File: config.mk
export PLATFORM = sky130hd
export DESIGN_NAME = rgc_core
export DESIGN_NICKNAME = d
export VERILOG_FILES = /design/src/rgc_pkg.sv /design/src/rgc_refdet.sv /design/src/rgc_core.sv
export SDC_FILE = /design/constraint.sdc
export NUM_CORES = 1
export LEC_CHECK = 0
export BUFFER_PORTS_ARGS = -buffer_cell sky130_fd_sc_hd__buf_2
export CORE_UTILIZATION = 44
export CTS_CLUSTER_DIAMETER = 80
export DETAILED_ROUTE_END_ITERATION = 8
export GPL_TIMING_DRIVEN = 1
export HOLD_SLACK_MARGIN = 0.12
export SLEW_MARGIN = 25
export SYNTH_ARGS = -nofsm -noshare
export SYNTH_HDL_FRONTEND = slang
export SYNTH_SLANG_ARGS = --single-unit
export TNS_END_PERCENT = 20
File: constraint.sdc
create_clock -name clk_sys -period 5.2 [get_ports clk_sys]
set_clock_uncertainty 0.15 [all_clocks]
set_input_delay 0 -clock clk_sys [delete_from_list [all_inputs] [get_ports clk_sys]]
set_output_delay 0 -clock clk_sys [all_outputs]
set_load 0.02 [all_outputs]
File: src/rgc_pkg.sv
// Purpose: shared constants for the reciprocal gate counter
// Assumes: 20 MHz system clock, register port with one-cycle read latency
// Notes:   all offsets are word indexes on the plain register port
package rgc_pkg;
	// =========================================================
	// clock and timing
	localparam int unsigned CLK_HZ          = 20000000;
	localparam int unsigned TB_NOM_HZ       = 10000000;
	localparam int unsigned EXT_LO_HZ       = 5000000;
	localparam int unsigned EXT_HI_HZ       = 10000000;
	localparam int unsigned DET_WIN_US      = 100;
	localparam int unsigned DET_WIN_CYC     = CLK_HZ / 1000000 * DET_WIN_US;
	localparam int unsigned TOL_PCT         = 10;
	localparam int unsigned EXT_LO_EDGES    = EXT_LO_HZ / 1000000 * DET_WIN_US;
	localparam int unsigned EXT_HI_EDGES    = EXT_HI_HZ / 1000000 * DET_WIN_US;
	localparam int unsigned ACT_HOLD_MS     = 100;
	localparam int unsigned ACT_HOLD_CYC    = CLK_HZ / 1000 * ACT_HOLD_MS;
	localparam int unsigned CTRL_TIME_DEF   = TB_NOM_HZ; // 1 s of timebase
	// =========================================================
	// register word offsets
	localparam logic [3:0] A_CTRL   = 4'h0;
	localparam logic [3:0] A_STAT   = 4'h1;
	localparam logic [3:0] A_CTIME  = 4'h2;
	localparam logic [3:0] A_EVCNT  = 4'h3;
	localparam logic [3:0] A_REFCNT = 4'h4;
	localparam logic [3:0] A_INT1   = 4'h5;
	localparam logic [3:0] A_INT2   = 4'h6;
	localparam logic [3:0] A_UPPER  = 4'h7;
	localparam logic [3:0] A_LOWER  = 4'h8;
	localparam logic [3:0] A_MEAS   = 4'h9;
	localparam logic [3:0] A_ISTAT  = 4'ha;
	localparam logic [3:0] A_IEN    = 4'hb;
	localparam logic [3:0] A_ICLR   = 4'hc;
	// =========================================================
	// control bits
	localparam int unsigned C_ARM    = 0; // write 1 to arm, self clearing
	localparam int unsigned C_GSRC   = 1; // gate_source_select: 1 = ext arm
	localparam int unsigned C_LIMEN  = 2;
	localparam int unsigned C_ABORT  = 3; // write 1 to abort
	// status bits
	localparam int unsigned S_GATE   = 0;
	localparam int unsigned S_BUSY   = 1;
	localparam int unsigned S_DONE   = 2;
	localparam int unsigned S_EXTTB  = 3;
	localparam int unsigned S_EXT10  = 4;
	localparam int unsigned S_LIMIT  = 5;
	localparam int unsigned S_ACT1   = 6;
	localparam int unsigned S_ACT2   = 7;
	// interrupt bits
	localparam int unsigned I_DONE   = 0;
	localparam int unsigned I_OPEN   = 1;
	localparam int unsigned I_REFCHG = 2;
	localparam int unsigned I_LIMIT  = 3;
	localparam int unsigned NIRQ     = 4;
	// reset values
	localparam logic [31:0] UPPER_RST = 32'hffffffff;
	localparam logic [31:0] LOWER_RST = 32'h00000000;

	typedef enum logic [3:0] {
		ST_IDLE  = 4'b0001,
		ST_ARMED = 4'b0010,
		ST_OPEN  = 4'b0100,
		ST_CLOSE = 4'b1000
	} rgc_state_e;
endpackage

File: src/rgc_refdet.sv
// Purpose: detects an external 5 or 10 MHz reference and picks the timebase
// Assumes: ext ref already sampled into clk_sys, internal tick is 10 MHz
// Notes:   edge count over a fixed window, tolerance band on each frequency
`timescale 1ns/1ps
module rgc_refdet
	import rgc_pkg::*;
(
	input  wire logic clk_sys,
	input  wire logic reset_n,
	input  wire logic clk_en,
	input  wire logic ref_in,
	input  wire logic int_tick,
	output logic      tb_tick,
	output logic      ext_sel,
	output logic      ext_is10
);
	typedef struct packed {
		logic [15:0] win;
		logic [15:0] edges;
		logic        ref_d;
		logic        ext;
		logic        is10;
	} rgc_det_s;

	rgc_det_s q, d;
	logic ref_rise;
	logic lo_ok;
	logic hi_ok;

	// =========================================================
	// window counter, band check and tick select
	function automatic logic in_band(input logic [15:0] n,
		input int unsigned nom);
		in_band = (32'(n) * 100 >= nom * (100 - TOL_PCT)) &&
			(32'(n) * 100 <= nom * (100 + TOL_PCT));
	endfunction

	always_comb
	begin
		d = q;
		ref_rise = ref_in & ~q.ref_d;
		lo_ok = in_band(q.edges, EXT_LO_EDGES);
		hi_ok = in_band(q.edges, EXT_HI_EDGES);
		d.ref_d = ref_in;
		if (ref_rise)
			d.edges = q.edges + 16'h0001;
		if (q.win == 16'(DET_WIN_CYC - 1))
		begin
			d.win = 16'h0000;
			d.edges = 16'h0000;
			d.ext = lo_ok | hi_ok;
			d.is10 = hi_ok;
		end
		else
			d.win = q.win + 16'h0001;
	end

	always_ff @(posedge clk_sys or negedge reset_n)
	begin
		if (!reset_n)
			q <= '0;
		else if (clk_en)
			q <= d;
	end

	// 10 MHz ext: every rising edge; 5 MHz ext: both edges; else internal
	assign tb_tick = !q.ext ? int_tick :
		q.is10 ? ref_rise : (ref_in ^ q.ref_d);
	assign ext_sel = q.ext;
	assign ext_is10 = q.is10;
endmodule

File: src/rgc_core.sv
// Purpose: reciprocal gate counter core with register port and indicators
// Assumes: inputs synchronous to clk_sys, one write or read strobe a cycle
// Notes:   interpolator intervals arrive from an outside converter
`timescale 1ns/1ps
module rgc_core
	import rgc_pkg::*;
#(
	parameter int unsigned CW        = 32,
	parameter int unsigned ACT_HOLD  = ACT_HOLD_CYC,
	parameter logic [31:0] CTIME_RST = CTRL_TIME_DEF
)
(
	input  wire logic        clk_sys,
	input  wire logic        reset_n,
	input  wire logic        clk_en,
	input  wire logic [3:0]  reg_addr,
	input  wire logic [31:0] reg_wdata,
	input  wire logic        reg_wr,
	input  wire logic        reg_rd,
	output logic      [31:0] reg_rdata,
	input  wire logic        meas_in,
	input  wire logic        first_input_channel,
	input  wire logic        second_input_channel,
	input  wire logic        ext_arm_in,
	input  wire logic        ref_in,
	input  wire logic        int_osc_tick,
	input  wire logic [31:0] interp_start,
	input  wire logic [31:0] interp_stop,
	input  wire logic        interp_valid,
	output logic             ref_out,
	output logic             gate_flag,
	output logic             external_timebase_flag,
	output logic             limit_flag,
	output logic             first_activity_flag,
	output logic             second_activity_flag,
	output logic             irq
);
	typedef struct packed {
		rgc_state_e       st;
		logic             gsrc;
		logic             limen;
		logic [31:0]      ctime;
		logic [31:0]      timer;
		logic [CW-1:0]    ev;
		logic [CW-1:0]    rf;
		logic [CW-1:0]    ev_sv;
		logic [CW-1:0]    rf_sv;
		logic [31:0]      i1;
		logic [31:0]      i2;
		logic [31:0]      upper;
		logic [31:0]      lower;
		logic [31:0]      meas;
		logic             limit;
		logic             done;
		logic [NIRQ-1:0]  ist;
		logic [NIRQ-1:0]  ien;
		logic             meas_d;
		logic             arm_d;
		logic [2:0]       ch_d;
		logic [31:0]      act1;
		logic [31:0]      act2;
		logic             ext_d;
		logic             refo;
		logic [31:0]      rdata;
	} rgc_core_s;

	rgc_core_s q, d;
	logic tb_tick;
	logic ext_sel;
	logic ext_is10;
	logic meas_rise;
	logic arm_rise;
	logic expire;
	logic [NIRQ-1:0] ev_set;
	logic [NIRQ-1:0] clr;
	logic wr_ctrl;
	logic wr_clr;

	// =========================================================
	// timebase selection
	rgc_refdet u_det
	(
		.clk_sys  (clk_sys),
		.reset_n  (reset_n),
		.clk_en   (clk_en),
		.ref_in   (ref_in),
		.int_tick (int_osc_tick),
		.tb_tick  (tb_tick),
		.ext_sel  (ext_sel),
		.ext_is10 (ext_is10)
	);

	function automatic logic [31:0] zext(input logic [CW-1:0] v);
		zext = 32'(v);
	endfunction

	// =========================================================
	// next-state logic
	always_comb
	begin
		d = q;
		ev_set = '0;
		meas_rise = meas_in & ~q.meas_d;
		arm_rise = ext_arm_in & ~q.arm_d;
		wr_ctrl = reg_wr && reg_addr == A_CTRL;
		wr_clr = reg_wr && reg_addr == A_ICLR;
		clr = wr_clr ? reg_wdata[NIRQ-1:0] : '0;
		d.meas_d = meas_in;
		d.arm_d = ext_arm_in;
		d.ext_d = ext_sel;
		// internal timer expires by count, external source by arm edge
		expire = q.gsrc ? arm_rise : (q.timer == 32'h00000000);

		// register writes
		if (reg_wr)
		begin
			unique case (reg_addr)
				A_CTRL:
				begin
					d.gsrc = reg_wdata[C_GSRC];
					d.limen = reg_wdata[C_LIMEN];
				end
				A_CTIME: d.ctime = reg_wdata;
				A_UPPER: d.upper = reg_wdata;
				A_LOWER: d.lower = reg_wdata;
				A_MEAS:  d.meas = reg_wdata;
				A_IEN:   d.ien = reg_wdata[NIRQ-1:0];
				default: ;
			endcase
		end

		// measurement sequence
		unique case (q.st)
			ST_IDLE:
				if (wr_ctrl && reg_wdata[C_ARM])
				begin
					d.st = ST_ARMED;
					d.done = 1'b0;
					d.timer = q.ctime;
				end
			ST_ARMED:
				if (meas_rise && (!q.gsrc || arm_rise || q.arm_d))
				begin
					d.st = ST_OPEN;
					d.ev = '0;
					d.rf = '0;
					d.timer = q.ctime;
					ev_set[I_OPEN] = 1'b1;
				end
			ST_OPEN:
			begin
				if (meas_rise)
					d.ev = q.ev + 1'b1;
				if (tb_tick)
					d.rf = q.rf + 1'b1;
				if (tb_tick && q.timer != 32'h00000000)
					d.timer = q.timer - 32'h00000001;
				if (expire)
					d.st = ST_CLOSE;
			end
			ST_CLOSE:
			begin
				if (tb_tick)
					d.rf = q.rf + 1'b1;
				// apart from an abort write, closes only on an input edge, so the event count is exact
				if (meas_rise)
				begin
					d.st = ST_IDLE;
					d.ev_sv = q.ev + 1'b1;
					d.rf_sv = q.rf;
					d.done = 1'b1;
					ev_set[I_DONE] = 1'b1;
				end
			end
		endcase
		if (wr_ctrl && reg_wdata[C_ABORT])
			d.st = ST_IDLE;

		// interpolation intervals from converter
		if (interp_valid)
		begin
			d.i1 = interp_start;
			d.i2 = interp_stop;
		end

		// limit test on processor-computed value
		d.limit = q.limen && (q.meas > q.upper || q.meas < q.lower);
		if (d.limit && !q.limit)
			ev_set[I_LIMIT] = 1'b1;
		if (ext_sel != q.ext_d)
			ev_set[I_REFCHG] = 1'b1;

		// sticky status, set wins over clear
		d.ist = (q.ist & ~clr) | ev_set;

		// activity: hold after each input change
		d.ch_d = {second_input_channel, first_input_channel, 1'b0};
		if (first_input_channel != q.ch_d[1])
			d.act1 = 32'(ACT_HOLD);
		else if (q.act1 != 32'h00000000)
			d.act1 = q.act1 - 32'h00000001;
		if (second_input_channel != q.ch_d[2])
			d.act2 = 32'(ACT_HOLD);
		else if (q.act2 != 32'h00000000)
			d.act2 = q.act2 - 32'h00000001;

		// 10 MHz standard out: toggle each 20 MHz cycle
		d.refo = ~q.refo;

		// read data, valid the cycle after the strobe
		d.rdata = 32'h00000000;
		if (reg_rd)
		begin
			unique case (reg_addr)
				A_CTRL:   d.rdata = {29'h0, q.limen, q.gsrc, 1'b0};
				A_STAT:   d.rdata = {24'h0, q.act2 != 32'h0,
					q.act1 != 32'h0, q.limit, ext_is10, ext_sel,
					q.done, q.st != ST_IDLE, q.st[2] | q.st[3]};
				A_CTIME:  d.rdata = q.ctime;
				A_EVCNT:  d.rdata = zext(q.ev_sv);
				A_REFCNT: d.rdata = zext(q.rf_sv);
				A_INT1:   d.rdata = q.i1;
				A_INT2:   d.rdata = q.i2;
				A_UPPER:  d.rdata = q.upper;
				A_LOWER:  d.rdata = q.lower;
				A_MEAS:   d.rdata = q.meas;
				A_ISTAT:  d.rdata = 32'(q.ist);
				A_IEN:    d.rdata = 32'(q.ien);
				default:  d.rdata = 32'h00000000;
			endcase
		end
	end

	// =========================================================
	// state register
	always_ff @(posedge clk_sys or negedge reset_n)
	begin
		if (!reset_n)
		begin
			q <= '0;
			q.st <= ST_IDLE;
			q.ctime <= CTIME_RST;
			q.upper <= UPPER_RST;
			q.lower <= LOWER_RST;
		end
		else if (clk_en)
			q <= d;
	end

	// =========================================================
	// outputs
	assign reg_rdata = q.rdata;
	assign gate_flag = q.st[2] | q.st[3];
	assign external_timebase_flag = ext_sel;
	assign limit_flag = q.limit;
	assign first_activity_flag = q.act1 != 32'h0;
	assign second_activity_flag = q.act2 != 32'h0;
	assign ref_out = q.refo;
	assign irq = |(q.ist & q.ien);
endmodule

Yosys cells after proc, flatten, opt, wreduce, memory -nomap -nowiden
Cells that the tools add are included.

$add $sub $neg: 7. Multipliers: 1. $lt $le $gt $ge: 6. Eq/ne operators: 31. Multiplexer cells: 36. Bitwise operators: 14. Reductions and logical operators: 46.

Operators with widths (number): 32-bit case mux with 12 select lines (1); 32-bit 2-to-1 mux (9); 32-bit case mux with 2 select lines (2); 96-bit 2-to-1 mux (1); 32-bit case mux with 3 select lines (1); 32-bit nonzero test (3); 32-bit by 1-bit subtractor with 32-bit output (second input constant) (3); 32-bit by 1-bit adder with 32-bit output (second input constant) (2); 16-bit 2-to-1 mux (3); 16-bit by 1-bit adder with 16-bit output (second input constant) (2); 32-bit greater-than comparator (1); 32-bit logical NOT (1); 32-bit < comparator (1); 4-bit equality test (second input constant) (6); 4-bit 2-to-1 mux (6); 23-bit by 16-bit greater-or-equal comparator with 1-bit output (second input constant) (1); 23-bit by 17-bit greater-or-equal comparator with 1-bit output (second input constant) (1); 23-bit by 16-bit less-or-equal comparator with 1-bit output (second input constant) (1); 23-bit by 17-bit less-or-equal comparator with 1-bit output (second input constant) (1); 16-bit by 5-bit multiplier with 21-bit output (second input constant) (1); 3-bit AND reduction (7); 4-bit by 3-bit equality test with 1-bit output (second input constant) (5); 16-bit by 11-bit equality test with 1-bit output (second input constant) (1); 4-bit case mux with 4 select lines (1); other kinds (27) (80).

Register bits after elaboration: 505. Bits of input ports: 112. Word-level logic and storage cells: 172.

Logic depth before layout (Yosys ltp)
Depth after elaboration: 8. Mapped depth: 15. Mapped depth without buffers: 14.

Modules after synthesis
A second synthesis with hierarchy kept.

Cells, all modules: 2729. Area total of the unflattened synthesis: 27437.6 um^2.

By module, submodules not included: rgc_core (times used 1, cells each 2342, area each 23963.0 um^2); rgc_refdet (times used 1, cells each 387, area each 3474.6 um^2).

Worst setup path after synthesis
Ideal clock, no wire load.

Kind: register to register. Start: register u_det.q[6] in the netlist's numbering. End: register u_det.q (netlist bit u_det.ext_sel). Arrival time: 3.460 ns. Required time: 4.967 ns. Slack: 1.508 ns. Cell stages (with the launch flop): 14. Path buffers: 1. Cell sequence: dfrtp_1 -> ha_1 -> ha_1 -> fa_1 -> ha_1 -> clkbuf_1 -> a21oi_1 -> o22ai_1 -> o211ai_1 -> xnor2_1 -> a2111o_1 -> a21oi_1 -> a22oi_1 -> o21ai_0.

Longest elaborated chain between the ends: 4.

Ends and longest elaborated chain: from (decl) (RTL line rgc_refdet.sv:25) `rgc_det_s q, d;`; from (signal assigned) (RTL line rgc_refdet.sv:61) `q <= '0;`; from (signal assigned) (RTL line rgc_refdet.sv:63) `q <= d;`; 16-bit by 5-bit multiplier with 21-bit output (*) (RTL line rgc_refdet.sv:34, rgc_refdet.sv:35); 23-bit by 16-bit greater-or-equal comparator with 1-bit output, or another cell as far along (RTL line rgc_refdet.sv:34) `in_band = (32'(n) * 100 >= nom * (100 - TOL_PCT)) &&`; 1-bit logical AND (RTL line rgc_refdet.sv:34); 1-bit bitwise OR (*) (RTL line rgc_refdet.sv:51) `d.ext = lo_ok | hi_ok;`.

Mark *: on every way between the ends. The rest lies on a longest branch, timed or not. A chain may end at the register's enable or synchronous reset.

Worst setup path after layout
Start: register u_det.q[5] in the netlist's numbering. End: register u_det.q (netlist bit u_det.ext_sel).

Same word-level chain as after synthesis.

==> key figures <==
Clocking
  – Buffer levels on the longest clock path: 3
  – TritonCTS clock tree: done
  – Number of clock sinks: 505
  – Buffer count from post-CTS setup fixing: 0
  – Register clock-pin slew on the reported worst setup and hold paths: 0.06 ns
  – H-tree depth reported by CTS: 2
  – Clk Tree Root Cell: sky130_fd_sc_hd__clkbuf_16
  – CTS Buf Count: 59
  – Clock latency reported for the late side of the worst-skew pair: 0.62 ns

Layout
  – Layout filler cell count: 5352
  – Syn-to-layout area delta: 20.5%
  – Number of nets at the end of the flow: 3316
  – Highest-count cells in the layout ignoring fill and taps: sky130_fd_sc_hd__dfrtp_1 (464), sky130_fd_sc_hd__nand2_1 (336), sky130_fd_sc_hd__o21ai_0 (239), sky130_fd_sc_hd__dlygate4sd3_1 (219), sky130_fd_sc_hd__nor2_1 (165)
  – Ratio of cells with drive above 1 in the final layout: 16.2%
  – Most common library cell in the layout ignoring fill and taps: sky130_fd_sc_hd__dfrtp_1

GRT
  – Remaining global-route overflow: 0
  – Total Routing Usage GR: 25.8%
  – Initial antenna violation count: 6
  – Pin count of the biggest net entering global routing: 130
  – Global-route wire length before repair: 128000 µm
  – Via count of the first global-routing pass: 22400

Setup path
  – Crit Path Category: flop to flop
  – Depth of the most critical reg-to-reg path: 12
  – Crit-path cells: ha_1 > ha_1 > fa_1 > ha_1 > a21oi_1 > a2111oi_0 > a311oi_1 > a211oi_1 > o211a_1 > o22ai_1 > a22oi_1 > o21ai_0
  – CP max-delay cell: sky130_fd_sc_hd__dfrtp_1
  – Crit-path max cell delay: 0.48 ns
  – Data arrival time of the critical path: 4.52 ns
  – Data required time at the worst endpoint: 5.59 ns
  – Kind of start point of the critical path: flop
  – Largest fanout on the critical path: 9
  – Most numerous cell on the critical path: sky130_fd_sc_hd__ha_1
  – Endpoint class of the critical path: flop

Timing
  – Final-report setup violation count: 0
  – Final Max Tran Viols: 0
  – Worst hold-check slack: 0.0811 ns
  – RSZ-0062 raised after global routing: no
  – Final period utilization: 79.4%
  – Worst Max-Slew Pin Slew: 1.03 ns
  – Number of failing hold endpoints at the final stage: 0
  – Final sum of negative setup slack: 0 ns
  – Tmin final: 4.13 ns
  – Normalized max-slew margin: 30.7%
  – Highest clock frequency the design can meet: 0.242 GHz

Min path
  – Hold Path Stages: 3
  – Min-Delay Path Class: primary input to flop

Synthesis
  – Yosys warning count: 0
  – Flops & latches, synth: 505
  – Number of flops mapped to enable cells by yosys: 0
  – Net count after synthesis: 3020
  – Post-Syn Area per Cell: 9.76 µm²
  – Cell accounting for the most synthesized area: sky130_fd_sc_hd__dfrtp_1
  – Proportion of register bits with asynchronous set or reset after synthesis: 100%
  – Top cell type's share of synthesized area: 42.9%
  – Count of distinct cell types in the synthesized netlist: 77
  – Part of the Yosys area used for sequential elements: 46.9%
  – Post-Synthesis Cell Area: 27100 µm²
  – Synthesized instance count: 2772
  – Biggest area contributors in the synthesized netlist: sky130_fd_sc_hd__dfrtp_1 (43%), sky130_fd_sc_hd__mux2_2 (5.9%), sky130_fd_sc_hd__ha_1 (5.8%), sky130_fd_sc_hd__nand2_1 (4.7%), sky130_fd_sc_hd__o21ai_0 (4.4%)
  – Ys flop type: sky130_fd_sc_hd__dfrtp_1

Power and ir drop
  – Internal power consumption: 8.50 mW
  – Proportion of power drawn by the clock network: 33.5%
  – Relative contribution of combinational cells to total power: 26.1%
  – Sequential share of power: 40.3%
  – Power per unit of standard cell area: 389 nW/µm²
  – Net switching power figure: 4.20 mW
  – Fraction of power spent switching nets: 33.1%
  – Final Total Pwr: 12.7 mW
  – Largest vdd supply drop: 0.278 mV
  – Static Leak: 14.6 nW

Route
  – DRC violation count after routing: 0
  – Number of violations reported at the end of detailed-routing iteration 0: 1954
  – Average vias per placed instance: 5.77
  – Per-cell routed wire length: 20.6 µm
  – Total length of routed wires: 80200 µm
  – Count of vias placed by the detailed router: 22500
  – Iteration count of the initial detailed-routing pass: 5
  – Count of nets left with antenna violations after detail routing: 0

Floorplan
  – Site Rows: 90
  – Area of the die: 62500 µm²
  – Std-Cell Core Area: 60600 µm²
  – Die W: 250 µm
  – Vertical die dimension: 250 µm
  – Boundary pin count: 151
  – Starting Density: 44.7%

Place
  – Final HPWL from detailed placement: 53400 µm
  – RePlAce Congestion: 0.906
  – Port Buffers: 150

Job
  – Max-cap viol count: 0

Outcome
  – Result of the run: finished, final reports clean
-- layer usage --
metal / global-route usage, % / vias to the layer above / part of all wire (%)
met2: 39.6 / 696 / 45
met5: 0 / - / 0.017
met3: 3.77 / 123 / 6.0
met1: 37.8 / 11100 / 47
met4: 7.52 / 2 / 2.6
li1: - / 10500 / -
-- area by class of cell --
type                       instances  area [µm²]  share of cell area [%]
clock inverter                    23         288                   0.882
timing repair buffer             400        3240                    9.94
tap                              782         978                    3.00
multi-input combinational       1980       13300                    40.7
sequential                       505       12700                    38.9
antenna                            2        5.00                  0.0153
inverter                         122         458                    1.40
clock buffer                      86        1690                    5.17
-- cell usage after synthesis (all sizes together) (18+ instances only) --
cell and instances:
dfrtp 464, nand2 337, o21ai 239, nor2 171
mux2 143, ha 125, a22oi 121, inv 121
clkbuf 116, a21oi 109, xnor2 74, nand3 68
nor3 62, nand4 54, buf 49, xor2 49
or3 46, dfstp 41, nor4 39, a22o 37
and3 35, a21o 31, o31ai 20, nand2b 18
-- power by group through the flow --
| stage | registers [mW] | logic, mW | clock network [mW] |
|---|---|---|---|
| 6_report | 5.12 | 3.32 | 4.26 |
| 2_1_floorplan | 4.98 | 2.35 | 0 |
| 4_1_cts | 5.11 | 3.31 | 4.34 |
| 3_3_place_gp | 5.14 | 3.08 | 0 |
| 5_1_grt | 5.20 | 3.72 | 4.50 |
| 3_5_place_dp | 5.17 | 3.15 | 0 |
-- kinds of logic after synthesis --
family	share of synthesized area [%]
and+or+nand+nor	15.7
AOI/OAI and AO/OA	16.1
DFF	46.9
buffers and inverters	4.50
muxes	6.25
adders and majority gates	6.59
xor gates and xnor gates	3.98
-- worst max-delay path, delay by kind of cell (launching register included) --
| family | cells | cell delay [ns] |
|---|---|---|
| adders and majority gates | 4 | 1.47 |
| AOI/OAI and AO/OA | 8 | 1.94 |
| DFF | 1 | 0.48 |
-- flip-flops by register name, summed over array words and instances, names as in the netlist --
signal          cells
q                 436
u_det.q            33
reg_rdata          32
limit_flag          1
ref_out             1
u_det.ext_is10      1
u_det.ext_sel       1
-- worst paths after layout --
kind / start / slack, ns / to
setup / recovery: u_det.q[5] / 1.07 / u_det.ext_sel
hold / removal: interp_valid / 0.08 / q[209]
setup reg to reg: u_det.q[5] / 1.07 / u_det.ext_sel
hold reg to reg: ref_out / 0.32 / ref_out
max in group asynchronous: reset_n / 3.68 / q[306]
min in group asynchronous: reset_n / 0.43 / q[178]
-- metrics by stage --
step	utilization, %	cells	worst slack [ns]	cell area (µm²)
final	53.9	3900	1.07	32600
after global placement	46.9	3568	1.24	28400
after floorplan	-	2772	1.51	27100
after CTS	53.8	3897	1.11	32600
after detailed placement	46.9	3568	1.13	28400
after global routing	53.9	3900	0.702	32600
-- what timing repair did --
item | 4_1_cts | 5_1_grt
endpoints found under the hold margin | 672 | 0
gates resized for setup | 0 | 0
hold buffers | 220 | 0
(Power assumes the default switching activity.)
